--- config.mk ---
export PLATFORM = sky130hd
export DESIGN_NAME = playfield_scroll_fetch
export DESIGN_NICKNAME = d
export VERILOG_FILES = /design/src/hdl/scroll_pkg.sv /design/src/hdl/plane_delay_line.sv /design/src/hdl/playfield_scroll_fetch.sv /design/src/hdl/word_fifo.sv
export SDC_FILE = /design/constraint.sdc
export NUM_CORES = 2
export LEC_CHECK = 0
export BUFFER_PORTS_ARGS = -buffer_cell sky130_fd_sc_hd__buf_2
export CORE_UTILIZATION = 43
export CTS_CLUSTER_SIZE = 14
export DETAILED_ROUTE_END_ITERATION = 7
export PLACE_DENSITY_LB_ADDON = 0.2
export SLEW_MARGIN = 30
export SYNTH_ARGS = -nofsm -noshare
export SYNTH_HDL_FRONTEND = slang
export SYNTH_SLANG_ARGS = --single-unit
--- constraint.sdc ---
create_clock -name clk -period 4.99 [get_ports clk]
set_clock_uncertainty 0.05 [all_clocks]
set_input_delay 0.998 -clock clk [delete_from_list [all_inputs] [get_ports clk]]
set_output_delay 0.998 -clock clk [all_outputs]
set_load 0.1 [all_outputs]
--- src/hdl/scroll_pkg.sv ---
// Purpose: Shared constants and carrier types for the playfield scroll and fetch block.
// Assumes: APB with 32-bit data; one clock at the hires pixel rate.
// Notes:   Fetch positions are in colour clocks; one colour clock is four hires pixels.
package scroll_pkg;

    // ************************************************************
    // Register map (byte addresses)
    // ************************************************************
    localparam logic [31:0] SCROLL_DELAY_IDX = 32'h00df_f102;
    localparam logic [31:0] SCROLL_DELAY_ADDR = {SCROLL_DELAY_IDX[29:0], 2'b00};
    localparam logic [31:0] CTRL_ADDR = 32'h0000_0000;
    localparam logic [31:0] FSTART_ADDR = 32'h0000_0004;
    localparam logic [31:0] FSTOP_ADDR = 32'h0000_0008;
    localparam logic [31:0] ODD_MOD_ADDR = 32'h0000_000c;
    localparam logic [31:0] EVEN_MOD_ADDR = 32'h0000_0010;
    localparam logic [31:0] STATUS_ADDR = 32'h0000_0014;
    localparam logic [31:0] PTR_BASE_ADDR = 32'h0000_0020;
    localparam logic [31:0] PTR_LAST_ADDR = 32'h0000_0034;

    // ************************************************************
    // Control fields and reset values
    // ************************************************************
    localparam int CTRL_DMA_EN = 0;
    localparam int CTRL_HIRES = 1;
    localparam int CTRL_EXTRA = 2;
    localparam int CTRL_NPL_LSB = 4;
    localparam logic [7:0] CTRL_RESET = 8'h00;
    localparam logic [15:0] DELAY_RESET = 16'h0000;
    localparam logic [7:0] FSTART_RESET = 8'h38;
    localparam logic [7:0] FSTOP_RESET = 8'hd0;

    // ************************************************************
    // Fetch and raster timing
    // ************************************************************
    localparam logic [7:0] FETCH_NORMAL = 8'h38;
    localparam logic [7:0] FETCH_MIN = 8'h18;
    localparam logic [7:0] FETCH_MAX = 8'hd8;
    localparam logic [7:0] LORES_UNIT = 8'h08;
    localparam logic [7:0] HIRES_UNIT = 8'h04;
    localparam logic [7:0] LINE_LAST = 8'he2;
    localparam logic [8:0] FIELD_LAST = 9'h105;
    localparam int PLANES = 6;
    localparam int FIFO_DEPTH = 16;

    // ************************************************************
    // Carrier types
    // ************************************************************
    typedef struct packed {
        logic [2:0] plane;
        logic [15:0] data;
    } fetch_word_t;

    typedef struct packed {
        logic valid;
        logic [2:0] plane;
        logic [31:0] addr;
    } dma_req_t;

endpackage : scroll_pkg

--- src/hdl/plane_delay_line.sv ---
// Purpose: Serialises three plane words of one playfield and delays them by 0 to 31 pixels.
// Assumes: Load comes on the shift that ends a 16-pixel word.
// Notes:   Bits held in the history line are those of the previous word, shown late.
`timescale 1ns/1ps
module plane_delay_line (
    // Clock and reset
    input wire logic clk,
    input wire logic rst_n,
    // Pixel stream control
    input wire logic shift,
    input wire logic load,
    input wire logic [2:0][15:0] word,
    input wire logic [4:0] delay,
    // Pixel out
    output logic [2:0] pix
);
    typedef struct packed {
        logic [2:0][15:0] cur;
        logic [2:0][30:0] hist;
        logic [2:0] pix;
    } dl_state_t;

    dl_state_t s_q, s_d;

    assign pix = s_q.pix;

    always_comb begin
        s_d = s_q;
        if (shift) begin
            for (int p = 0; p < 3; p++) begin
                // Tap zero is the live bit, so no delay costs no pixel
                s_d.pix[p] = (delay == 5'd0) ? s_q.cur[p][15] : s_q.hist[p][delay - 5'd1];
                s_d.hist[p] = {s_q.hist[p][29:0], s_q.cur[p][15]};
                s_d.cur[p] = load ? word[p] : {s_q.cur[p][14:0], 1'b0};
            end
        end
    end

    always_ff @(posedge clk) begin
        if (!rst_n) begin
            s_q <= '0;
        end else begin
            s_q <= s_d;
        end
    end
endmodule : plane_delay_line

--- src/hdl/playfield_scroll_fetch.sv ---
// Purpose: Bit-plane fetch, modulo and scroll delay for a two-playfield display.
// Assumes: Memory answers a read with dma_ack and data in the same cycle.
// Notes:   Colour lookup and display window decode sit outside this block.
//
// Overview of operation
// - Each field after the first starts from the plane pointers software loaded.
// - For a fetch start of 20 or later, one extra word per line (two in hires) is fetched left of the window and held.
// - Each playfield's pixels are delayed right by 0 to 15 pixels.
// - In hires the delay steps are two hires pixels.
// - Delay bits 3-0 serve playfield 1, bits 7-4 playfield 2.
// - Scrolling moves a fetch start of 20 or later one lores word (8 colour clocks) earlier; stop stays put.
// - Fetch start before the normal position costs sprite channel 7.
// - One fetch start and stop pair governs both playfields.
// - After the last word, pointer is one word on and the modulo is added.
// - The modulo added belongs to the plane being advanced.
// - Two modulo registers: odd planes and even planes.
// - Fetch start clamps to no earlier than 18, stop no later than D8.
//
// Design decision made here: the APB slave port.
`timescale 1ns/1ps
module playfield_scroll_fetch (
    // Clock and reset
    input wire logic clk,
    input wire logic rst_n,
    // APB slave
    input wire logic psel,
    input wire logic penable,
    input wire logic pwrite,
    input wire logic [31:0] paddr,
    input wire logic [31:0] pwdata,
    output logic [31:0] prdata,
    output logic pready,
    output logic pslverr,
    // Plane DMA
    output scroll_pkg::dma_req_t dma_req,
    input wire logic dma_ack,
    input wire logic [15:0] dma_rdata,
    // Pixels and status
    output logic [2:0] pf1_pixel,
    output logic [2:0] pf2_pixel,
    output logic pixel_valid,
    output logic sprite7_lost
);

    // ************************************************************
    // State
    // ************************************************************
    typedef enum logic [1:0] {
        FS_IDLE = 2'b00,
        FS_REQ = 2'b01
    } fetch_state_t;

    typedef struct packed {
        logic [15:0] delay_reg;
        logic [7:0] ctrl;
        logic [7:0] fstart;
        logic [7:0] fstop;
        logic [15:0] odd_mod;
        logic [15:0] even_mod;
        logic [5:0][31:0] start_ptr;
        logic [5:0][31:0] ptr;
        logic [1:0] sub;
        logic [7:0] hpos;
        logic [8:0] vpos;
        fetch_state_t fst;
        logic [2:0] fidx;
        logic [5:0][15:0] pbuf;
        logic buf_full;
        logic [3:0] px_cnt;
        logic px_phase;
        logic shown;
        logic [7:0] line_delay;
        logic [31:0] prdata;
    } state_t;

    state_t s_q, s_d;

    // ************************************************************
    // Derived control
    // ************************************************************
    logic hires, dma_en, extra;
    logic [2:0] nplanes;
    logic [7:0] unit, start_c, stop_c, eff_start, rel;
    logic setup, access, wr_acc, mapped;
    logic line_end, field_end, line_start, fetch_tick;
    logic shift, word_end, do_load;
    logic fifo_in_ready, fifo_out_valid, fifo_out_ready;
    scroll_pkg::fetch_word_t fifo_in, fifo_out;
    logic [2:0][15:0] pf1_word, pf2_word;
    logic [4:0] pf1_delay, pf2_delay;

    assign hires = s_q.ctrl[scroll_pkg::CTRL_HIRES];
    assign dma_en = s_q.ctrl[scroll_pkg::CTRL_DMA_EN];
    assign extra = s_q.ctrl[scroll_pkg::CTRL_EXTRA];
    assign nplanes = s_q.ctrl[scroll_pkg::CTRL_NPL_LSB +: 3];
    assign unit = hires ? scroll_pkg::HIRES_UNIT : scroll_pkg::LORES_UNIT;

    // One start/stop pair for both playfields, held inside the legal range
    always_comb begin
        start_c = s_q.fstart;
        stop_c = s_q.fstop;
        if (start_c < scroll_pkg::FETCH_MIN) begin
            start_c = scroll_pkg::FETCH_MIN;
        end
        if (stop_c > scroll_pkg::FETCH_MAX) begin
            stop_c = scroll_pkg::FETCH_MAX;
        end
        // Extra scroll word: start one lores word early if that stays at or after 18, stop unchanged
        eff_start = start_c;
        if (extra && (start_c >= scroll_pkg::FETCH_MIN + scroll_pkg::LORES_UNIT)) begin
            eff_start = start_c - scroll_pkg::LORES_UNIT;
        end
    end

    // Early start steals the DMA slot of the last sprite channel
    assign sprite7_lost = dma_en && (eff_start < scroll_pkg::FETCH_NORMAL);

    // ************************************************************
    // Raster timing
    // ************************************************************
    assign line_end = (s_q.hpos == scroll_pkg::LINE_LAST) && (s_q.sub == 2'b11);
    assign field_end = line_end && (s_q.vpos == scroll_pkg::FIELD_LAST);
    assign line_start = (s_q.hpos == 8'h00) && (s_q.sub == 2'b00);
    assign rel = s_q.hpos - eff_start;
    // The stop position itself still fetches its word, so one word at the D8 limit
    assign fetch_tick = dma_en && (nplanes != 3'd0) && (s_q.sub == 2'b00)
        && (s_q.hpos >= eff_start) && (s_q.hpos <= stop_c)
        && ((rel & (unit - 8'h01)) == 8'h00);

    // ************************************************************
    // APB decode
    // ************************************************************
    assign setup = psel && !penable;
    assign access = psel && penable;
    assign wr_acc = access && pwrite;
    assign pready = access;

    always_comb begin
        mapped = 1'b1;
        case (paddr)
            scroll_pkg::CTRL_ADDR,
            scroll_pkg::FSTART_ADDR,
            scroll_pkg::FSTOP_ADDR,
            scroll_pkg::ODD_MOD_ADDR,
            scroll_pkg::EVEN_MOD_ADDR,
            scroll_pkg::STATUS_ADDR,
            scroll_pkg::SCROLL_DELAY_ADDR: mapped = 1'b1;
            default: begin
                mapped = (paddr >= scroll_pkg::PTR_BASE_ADDR)
                    && (paddr <= scroll_pkg::PTR_LAST_ADDR) && (paddr[1:0] == 2'b00);
            end
        endcase
    end

    assign pslverr = access && !mapped;
    assign prdata = s_q.prdata;

    // ************************************************************
    // Fetch FIFO and display pipeline
    // ************************************************************
    assign dma_req = '{valid: (s_q.fst == FS_REQ) && fifo_in_ready, plane: s_q.fidx,
        addr: s_q.ptr[s_q.fidx]};
    assign fifo_in = '{plane: s_q.fidx, data: dma_rdata};
    assign fifo_out_ready = !s_q.buf_full;

    assign shift = hires || s_q.px_phase;
    assign word_end = shift && (s_q.px_cnt == 4'hf);
    assign do_load = word_end;
    assign pixel_valid = s_q.shown;

    word_fifo #(
        .W($bits(scroll_pkg::fetch_word_t)),
        .DEPTH(scroll_pkg::FIFO_DEPTH)
    ) u_fifo (
        .clk(clk),
        .rst_n(rst_n),
        .in_valid(dma_req.valid && dma_ack),
        .in_ready(fifo_in_ready),
        .in_data(fifo_in),
        .out_valid(fifo_out_valid),
        .out_ready(fifo_out_ready),
        .out_data(fifo_out)
    );

    // Odd planes (1,3,5) feed playfield 1, even planes playfield 2
    always_comb begin
        for (int p = 0; p < 3; p++) begin
            pf1_word[p] = s_q.buf_full ? s_q.pbuf[2 * p] : 16'h0000;
            pf2_word[p] = s_q.buf_full ? s_q.pbuf[2 * p + 1] : 16'h0000;
        end
        // Hires counts delay in pairs of hires pixels
        pf1_delay = hires ? {s_q.line_delay[3:0], 1'b0} : {1'b0, s_q.line_delay[3:0]};
        pf2_delay = hires ? {s_q.line_delay[7:4], 1'b0} : {1'b0, s_q.line_delay[7:4]};
    end

    plane_delay_line u_pf1 (
        .clk(clk),
        .rst_n(rst_n),
        .shift(shift),
        .load(do_load),
        .word(pf1_word),
        .delay(pf1_delay),
        .pix(pf1_pixel)
    );

    plane_delay_line u_pf2 (
        .clk(clk),
        .rst_n(rst_n),
        .shift(shift),
        .load(do_load),
        .word(pf2_word),
        .delay(pf2_delay),
        .pix(pf2_pixel)
    );

    // ************************************************************
    // Next state
    // ************************************************************
    always_comb begin
        s_d = s_q;

        // Register writes take effect at the access edge
        if (wr_acc && mapped) begin
            case (paddr)
                scroll_pkg::CTRL_ADDR: s_d.ctrl = pwdata[7:0];
                scroll_pkg::FSTART_ADDR: s_d.fstart = pwdata[7:0];
                scroll_pkg::FSTOP_ADDR: s_d.fstop = pwdata[7:0];
                scroll_pkg::ODD_MOD_ADDR: s_d.odd_mod = pwdata[15:0];
                scroll_pkg::EVEN_MOD_ADDR: s_d.even_mod = pwdata[15:0];
                scroll_pkg::SCROLL_DELAY_ADDR: s_d.delay_reg = pwdata[15:0];
                scroll_pkg::STATUS_ADDR: s_d.ctrl = s_q.ctrl;
                default: s_d.start_ptr[paddr[4:2] - 3'd0] = pwdata;
            endcase
        end

        // Read data is captured in the setup phase; the delay register is write-only
        if (setup) begin
            case (paddr)
                scroll_pkg::CTRL_ADDR: s_d.prdata = {24'h00_0000, s_q.ctrl};
                scroll_pkg::FSTART_ADDR: s_d.prdata = {24'h00_0000, s_q.fstart};
                scroll_pkg::FSTOP_ADDR: s_d.prdata = {24'h00_0000, s_q.fstop};
                scroll_pkg::ODD_MOD_ADDR: s_d.prdata = {16'h0000, s_q.odd_mod};
                scroll_pkg::EVEN_MOD_ADDR: s_d.prdata = {16'h0000, s_q.even_mod};
                scroll_pkg::STATUS_ADDR: begin
                    s_d.prdata = {12'h000, sprite7_lost, s_q.buf_full, s_q.fst == FS_REQ,
                        s_q.vpos, s_q.hpos};
                end
                default: begin
                    s_d.prdata = 32'h0000_0000;
                    if (mapped && (paddr != scroll_pkg::SCROLL_DELAY_ADDR)) begin
                        s_d.prdata = s_q.ptr[paddr[4:2]];
                    end
                end
            endcase
        end

        // Raster counters
        s_d.sub = s_q.sub + 2'b01;
        if (s_q.sub == 2'b11) begin
            s_d.hpos = line_end ? 8'h00 : s_q.hpos + 8'h01;
        end
        if (line_end) begin
            s_d.vpos = field_end ? 9'h000 : s_q.vpos + 9'h001;
        end

        // Delay is only sampled at line start, so no line mixes two settings
        if (line_start) begin
            s_d.line_delay = s_q.delay_reg[7:0];
        end

        // Fetch sequencer: one word per active plane each fetch unit
        case (s_q.fst)
            FS_IDLE: begin
                if (fetch_tick) begin
                    s_d.fst = FS_REQ;
                    s_d.fidx = 3'd0;
                end
            end
            FS_REQ: begin
                if (dma_req.valid && dma_ack) begin
                    s_d.ptr[s_q.fidx] = s_q.ptr[s_q.fidx] + 32'h0000_0002;
                    s_d.fidx = s_q.fidx + 3'd1;
                    if (s_q.fidx + 3'd1 >= nplanes) begin
                        s_d.fst = FS_IDLE;
                    end
                end
            end
            default: s_d.fst = FS_IDLE;
        endcase

        // End of line: pointers already sit one word past the last fetch
        if (line_end) begin
            s_d.fst = FS_IDLE;
            for (int p = 0; p < scroll_pkg::PLANES; p++) begin
                if (p % 2 == 0) begin
                    s_d.ptr[p] = s_q.ptr[p] + {{16{s_q.odd_mod[15]}}, s_q.odd_mod};
                end else begin
                    s_d.ptr[p] = s_q.ptr[p] + {{16{s_q.even_mod[15]}}, s_q.even_mod};
                end
            end
        end
        // Each field restarts at the loaded pointers; moving them scrolls vertically
        if (field_end) begin
            s_d.ptr = s_q.start_ptr;
        end

        // A word boundary frees the buffer; a gather ending in that cycle wins
        if (word_end) begin
            s_d.buf_full = 1'b0;
        end
        // Gather one word of every plane before the serialisers take them
        if (fifo_out_valid && !s_q.buf_full) begin
            s_d.pbuf[fifo_out.plane] = fifo_out.data;
            if (fifo_out.plane + 3'd1 >= nplanes) begin
                s_d.buf_full = 1'b1;
            end
        end

        // Pixel timing; the extra word only reaches the screen through the delay
        s_d.px_phase = !s_q.px_phase;
        if (shift) begin
            s_d.px_cnt = s_q.px_cnt + 4'h1;
        end
        if (word_end) begin
            s_d.shown = s_q.buf_full;
        end
    end

    // ************************************************************
    // Registers
    // ************************************************************
    always_ff @(posedge clk) begin
        if (!rst_n) begin
            s_q <= '0;
            s_q.ctrl <= scroll_pkg::CTRL_RESET;
            s_q.delay_reg <= scroll_pkg::DELAY_RESET;
            s_q.fstart <= scroll_pkg::FSTART_RESET;
            s_q.fstop <= scroll_pkg::FSTOP_RESET;
            s_q.fst <= FS_IDLE;
        end else begin
            s_q <= s_d;
        end
    end

endmodule : playfield_scroll_fetch

--- src/hdl/word_fifo.sv ---
// Purpose: Synchronous FIFO carrying fetched plane words to the display side.
// Assumes: One clock; push and pop may share a cycle.
// Notes:   Full and empty are exact; pointers carry one wrap bit.
`timescale 1ns/1ps
module word_fifo #(
    parameter int W = 19,
    parameter int DEPTH = 16
) (
    // Clock and reset
    input wire logic clk,
    input wire logic rst_n,
    // Fill side
    input wire logic in_valid,
    output logic in_ready,
    input wire logic [W-1:0] in_data,
    // Drain side
    output logic out_valid,
    input wire logic out_ready,
    output logic [W-1:0] out_data
);
    localparam int AW = $clog2(DEPTH);

    typedef struct packed {
        logic [DEPTH-1:0][W-1:0] mem;
        logic [AW:0] wp;
        logic [AW:0] rp;
    } fifo_state_t;

    fifo_state_t s_q, s_d;
    logic full, empty;

    assign full = (s_q.wp[AW-1:0] == s_q.rp[AW-1:0]) && (s_q.wp[AW] != s_q.rp[AW]);
    assign empty = (s_q.wp == s_q.rp);
    assign in_ready = !full;
    assign out_valid = !empty;
    assign out_data = s_q.mem[s_q.rp[AW-1:0]];

    always_comb begin
        s_d = s_q;
        if (in_valid && !full) begin
            s_d.mem[s_q.wp[AW-1:0]] = in_data;
            s_d.wp = s_q.wp + 1'b1;
        end
        if (out_ready && !empty) begin
            s_d.rp = s_q.rp + 1'b1;
        end
    end

    always_ff @(posedge clk) begin
        if (!rst_n) begin
            s_q <= '0;
        end else begin
            s_q <= s_d;
        end
    end
endmodule : word_fifo
Word level (Yosys, flattened, before mapping)
Cells that the tools add are included.
- bits in registers: 1217
- input port bits: 86
- logic and storage cells: 259
- add/sub/neg operators: 20
- $lt $le $gt $ge: 21
- equal/unequal tests: 18
- mux-type cells: 71
- bitwise gates (word level): 3
- reductions and logical operators: 59
- operator list (cell ; number):
    $mux 192 ; 4
    $bwmux 192 ; 2
    $bwmux 304 ; 1
    $mux 16 ; 13
    $add 32x32->32 ; 6
    $bmux 32 s3 ; 2
    $demux 32 s3 ; 2
    $pmux 32 s6 ; 1
    $mux 32 ; 5
    $bwmux 96 ; 1
    $bmux 19 s4 ; 1
    $demux 19 s4 ; 1
    $eq 32x4->1 const B ; 2
    $eq 32x5->1 const B ; 2
    $demux 16 s3 ; 1
    $mux 19 ; 2
    $add 32x2->32 const B ; 1
    $eq 32x26->1 const B ; 1
    $eq 32x3->1 const B ; 1
    $ge 32x6->1 const B ; 1
    $le 32x6->1 const B ; 1
    $logic_not 32->1 ; 1
    $mux 8 ; 4
    $ne 32x26->1 const B ; 1
    54 further kinds ; 135

Longest topological paths before layout
- depth in word-level cells: 11
- gate-level depth with buffers: 17

Cells and area by module
A second synthesis with hierarchy kept.
- cell total of the unflattened synthesis: 7783
- area total of the unflattened synthesis: 67543.5 sq um
- modules (own cells, without submodules) (module ; times used ; cells each ; area each (sq um) ; sequential area each (sq um)):
    playfield_scroll_fetch ; 1 ; 5195 ; 39950.8 ; 12291.8
    word_fifo ; 1 ; 1312 ; 14057.2 ; 6286.0
    plane_delay_line ; 2 ; 638 ; 6767.7 ; 2882.8

Worst setup path after synthesis
No wires, ideal clock.
- path type: register -> register
- start point: register s_q (netlist bit dma_req[32])
- end point: register s_q[326] in the netlist's numbering
- library setup time: 127 ps
- arrival: 4846 ps
- setup slack: -33 ps
- cell stages (with the launch flop): 13
- path buffers: 4
- period minus slack after synthesis: 5023 ps
- path through: dfxtp_1 buf_6 buf_12 buf_6 buf_2 mux2i_1 o21ai_0 nand3_1 nor4_4 xor2_2 nand4_1 nand4_1 or3_1
- RTL lines (element ; RTL line ; source):
    start, declared ; playfield_scroll_fetch.sv:76 ; state_t s_q, s_d;

Worst setup path after layout
- start point: register s_q[596] in the netlist's numbering
- end point: output sprite7_lost
- word-level cells in the longest chain between the ends: 7
- RTL lines (element ; RTL line ; source):
    $lt 8x5->1 ; playfield_scroll_fetch.sv:102 ; if (start_c < scroll_pkg::FETCH_MIN) begin
    $mux 8 (*) ; playfield_scroll_fetch.sv:102 ;
    $ge 8x6->1 ; playfield_scroll_fetch.sv:110 ; if (extra && (start_c >= scroll_pkg::FETCH_MIN + scroll_pkg::LORES_UNIT)) begin
    $logic_and 1x1->1 ; playfield_scroll_fetch.sv:110 ;
    $mux 8 (*) ; playfield_scroll_fetch.sv:110 ;
    $lt 8x6->1 (*) ; playfield_scroll_fetch.sv:116 ; assign sprite7_lost = dma_en && (eff_start < scroll_pkg::FETCH_NORMAL);
    $logic_and 1x1->1 (*) ; playfield_scroll_fetch.sv:116 ;
    end, declared ; playfield_scroll_fetch.sv:42 ; output logic sprite7_lost
Every way passes the cells marked *; elsewhere a longest branch is shown, timed or not.

==> impl_metrics.env <==
export IMPL_overflow=0
export IMPL_crit_path_end_kind="output port"
export IMPL_met1_length_mm=107
export IMPL_synthCells=7939
export IMPL_drtPass1Iterations=6
export IMPL_grt_pass1_wl_mm=361
export IMPL_fp_row_count=142
export IMPL_clock_fmax_mhz=210
export IMPL_power_frac_seq_pct=45.8
export IMPL_synth_top_area_share_pct=37.6
export IMPL_clk_pin_slew_ps=60
export IMPL_postCtsHoldBufs=0
export IMPL_synth_ff_type="dfxtp_1"
export IMPL_cpPeakStageDelay_ps=600
export IMPL_grt_usage_pct=31.1
export IMPL_finalHoldViolations=0
export IMPL_htreeDepth=4
export IMPL_period_needed_ps=4750
export IMPL_final_layout_size_suffix_gt1_share_pct=11.3
export IMPL_worstSetupStartpointType="flip-flop"
export IMPL_fin_area_sq_mm=0.0722
export IMPL_finalCritPeriodShare_pct=95.2
export IMPL_drc=0
export IMPL_layout_commonest_cell="nand2_1"
export IMPL_start_util_pct=43.3
export IMPL_wl_met3_mm=29.4
export IMPL_rsz0062_at_grt="no"
export IMPL_fp_dieW_um=390
export IMPL_worst_slack_ps=239
export IMPL_mostFrequentLayoutCells="nand2_1, dfxtp_1, a21oi_1"
export IMPL_final_antenna_net_count=0
export IMPL_pwr_share_clk_pct=49.3
export IMPL_dr_wl_met2_mm=101
export IMPL_syn_to_final_growth_pct=11.5
export IMPL_p_int_mw=16.1
export IMPL_synthesis_nets=8258
export IMPL_dp_slack_ps=931
export IMPL_wirelength_mm=245
export IMPL_top_layer="met5"
export IMPL_yosysTopAreaCell="dfxtp_1"
export IMPL_switching_power_mw=5.39
export IMPL_io_pins=164
export IMPL_required_ps=3940
export IMPL_r2r_setup_slack_ps=760
export IMPL_first_global_vias=55900
export IMPL_drv_cap=0
export IMPL_fill_cells=14500
export IMPL_ir_drop_mv=0.294
export IMPL_dp_hpwl_mm=169
export IMPL_status="complete, no violations"
export IMPL_grt_max_degree=236
export IMPL_core_sq_mm=0.150
export IMPL_seq_area_frac_synth_pct=37.6
export IMPL_fp_dieH_um=390
export IMPL_cts_sinks=1216
export IMPL_p_total_mw=21.5
export IMPL_p_sw_share_pct=25.0
export IMPL_hold_path_class="reg -> reg"
export IMPL_drt_iter0_markers=6726
export IMPL_ys_ff_latch=1216
export IMPL_crit_type="reg -> out"
export IMPL_finalSetupViolCount=0
export IMPL_yosys_top_cells_area="dfxtp_1, nand2_1, a21oi_1"
export IMPL_clock_latency_ps=820
export IMPL_fin_setup_tns_ps=0
export IMPL_vias=60700
export IMPL_clockRootBuffer="clkbuf_16"
export IMPL_avgRoutedWirePerCell_um=24.6
export IMPL_critPathMaxFanout=7
export IMPL_cts_setup_buffers=0
export IMPL_dpl_cell_area_sq_mm=0.0673
export IMPL_yosys_warnings=0
export IMPL_combPwrFrac_pct=4.9
export IMPL_multi_input_area_sq_mm=0.0374
export IMPL_io_buffers=163
export IMPL_antenna_found_initial=26
export IMPL_power_density_mw_per_mm2=298
export IMPL_slew_viol_final=0
export IMPL_syn_avg_cell_area_sq_um=8.15
export IMPL_p_leak_nw=27.0
export IMPL_postCtsResizedCells=0
export IMPL_slew_limit_headroom_pct=27.5
export IMPL_arrival_ps=3700
export IMPL_place_congestion=1.00
export IMPL_layout_nets=8126
export IMPL_cpMaxStageDelayCell="nor3_1"
export IMPL_ys_types=111
export IMPL_viasPerCell=6.11
export IMPL_async_reset_ff_share_pct=0
export IMPL_worst_pin_slew_ps=1080
export IMPL_syn_area_sq_mm=0.0647
export IMPL_utilization_pct=48.2
export IMPL_clk_path_buf_depth=3
export IMPL_synth_edf_count=0
export IMPL_cts_tree="built"
export IMPL_seq_area_sq_mm=0.0244
export IMPL_cts_buffers=140
export IMPL_dieArea_sq_mm=0.152
export IMPL_crit_chain="nor3_1 -> nor2_1 -> ha_1 -> nand2_1 -> nor3_1 -> a21oi_1 -> o31ai_1 -> nor2_1 -> buf_2"
[logic make-up (layout without fill, tap and decap cells)]
group                      Yosys count  after routing  share of synthesized area (%)
and+or+nand+nor                   2972           2972                           19.4
DFF                               1216           1216                           37.6
xor gates and xnor gates           211            211                           2.90
buffers and inverters              767            738                           4.91
AOI/OAI and AO/OA                 2071           2071                           19.7
other                                0              6                              0
adders and majority gates          233            233                           4.57
muxes                              469            469                           10.9
[synth_stat cells, types with 20 or more instances]
cell type,instances
a21o_1,103
a31oi_1,31
o21a_1,28
and2_1,28
o221ai_1,44
a211oi_1,51
nor2b_1,48
a21oi_1,1022
buf_2,28
mux2i_1,267
and3_1,32
o31ai_1,20
o21ai_0,244
inv_1,115
a22oi_1,35
o211ai_1,36
a222oi_1,21
ha_1,227
a311oi_1,96
nor3_1,123
mux4_2,187
nand2b_1,43
clkbuf_1,513
a221oi_1,101
o22ai_1,98
nand4_1,46
dfxtp_1,1216
nand2_1,1797
nor2_1,552
buf_1,49
xor2_1,86
xnor2_1,121
nand3_1,199
buf_4,45
[critical path: cells and delay by family, from the launching register on]
kind / cells / cell delay [ps]
AND/OR/NAND/NOR: 5 / 1390
flip-flops: 1 / 370
buffers and inverters: 1 / 550
adder cells (fa/ha/maj): 1 / 240
AO/OA/AOI/OAI: 2 / 370
[registers in the layout, summed over array words and instances, names as in the netlist, 3 cells and up]
name	flops
s_q	572
u_fifo.s_q	314
u_pf1.s_q	141
u_pf2.s_q	141
prdata	32
dma_req	3
nplanes	3
u_pf1.pix	3
u_pf2.pix	3
[metal layers]
metal | GRT usage (%) | vias to the layer above
met3 | 9.19 | 425
met5 | 0 | -
met4 | 9.52 | 16
met1 | 44.8 | 29400
met2 | 44.3 | 2975
li1 | - | 27800
[through the flow]
step	cells	hold slack, ps
after floorplan	7939	358
after global placement	9678	378
after detailed placement	9680	393
after CTS	9925	401
after global routing	9932	418
final	9932	398
[path summary, 6_finish.rpt]
path	startpoint	endpoint	depth (start not counted)
worst max-delay path	s_q[596]	sprite7_lost	9
worst min-delay path	prdata[21]	prdata[21]	2
worst max register to register	s_q[567]	s_q[323]	14
worst min register to register	prdata[21]	prdata[21]	2
[final cells by class]
class                           count  share of cell area (%)
Multi-Input combinational cell   5956                    51.9
Sequential cell                  1216                    33.8
Clock buffer                      197                    5.60
Timing Repair Buffer              377                    3.63
Tap cell                         2016                    3.50
Clock inverter                     48                   0.997
Inverter                          116                   0.614
Antenna cell                        6                  0.0208
[power groups by stage]
stage | registers [mW] | clock network, mW | logic, mW
4_1_cts | 9.86 | 10.7 | 1.05
5_1_grt | 9.87 | 11.2 | 1.13
2_1_floorplan | 10.0 | 0 | 0.774
6_report | 9.86 | 10.6 | 1.06
3_3_place_gp | 10.1 | 0 | 1.05
3_5_place_dp | 10.1 | 0 | 1.05
Power figures use the tool's default switching activity.
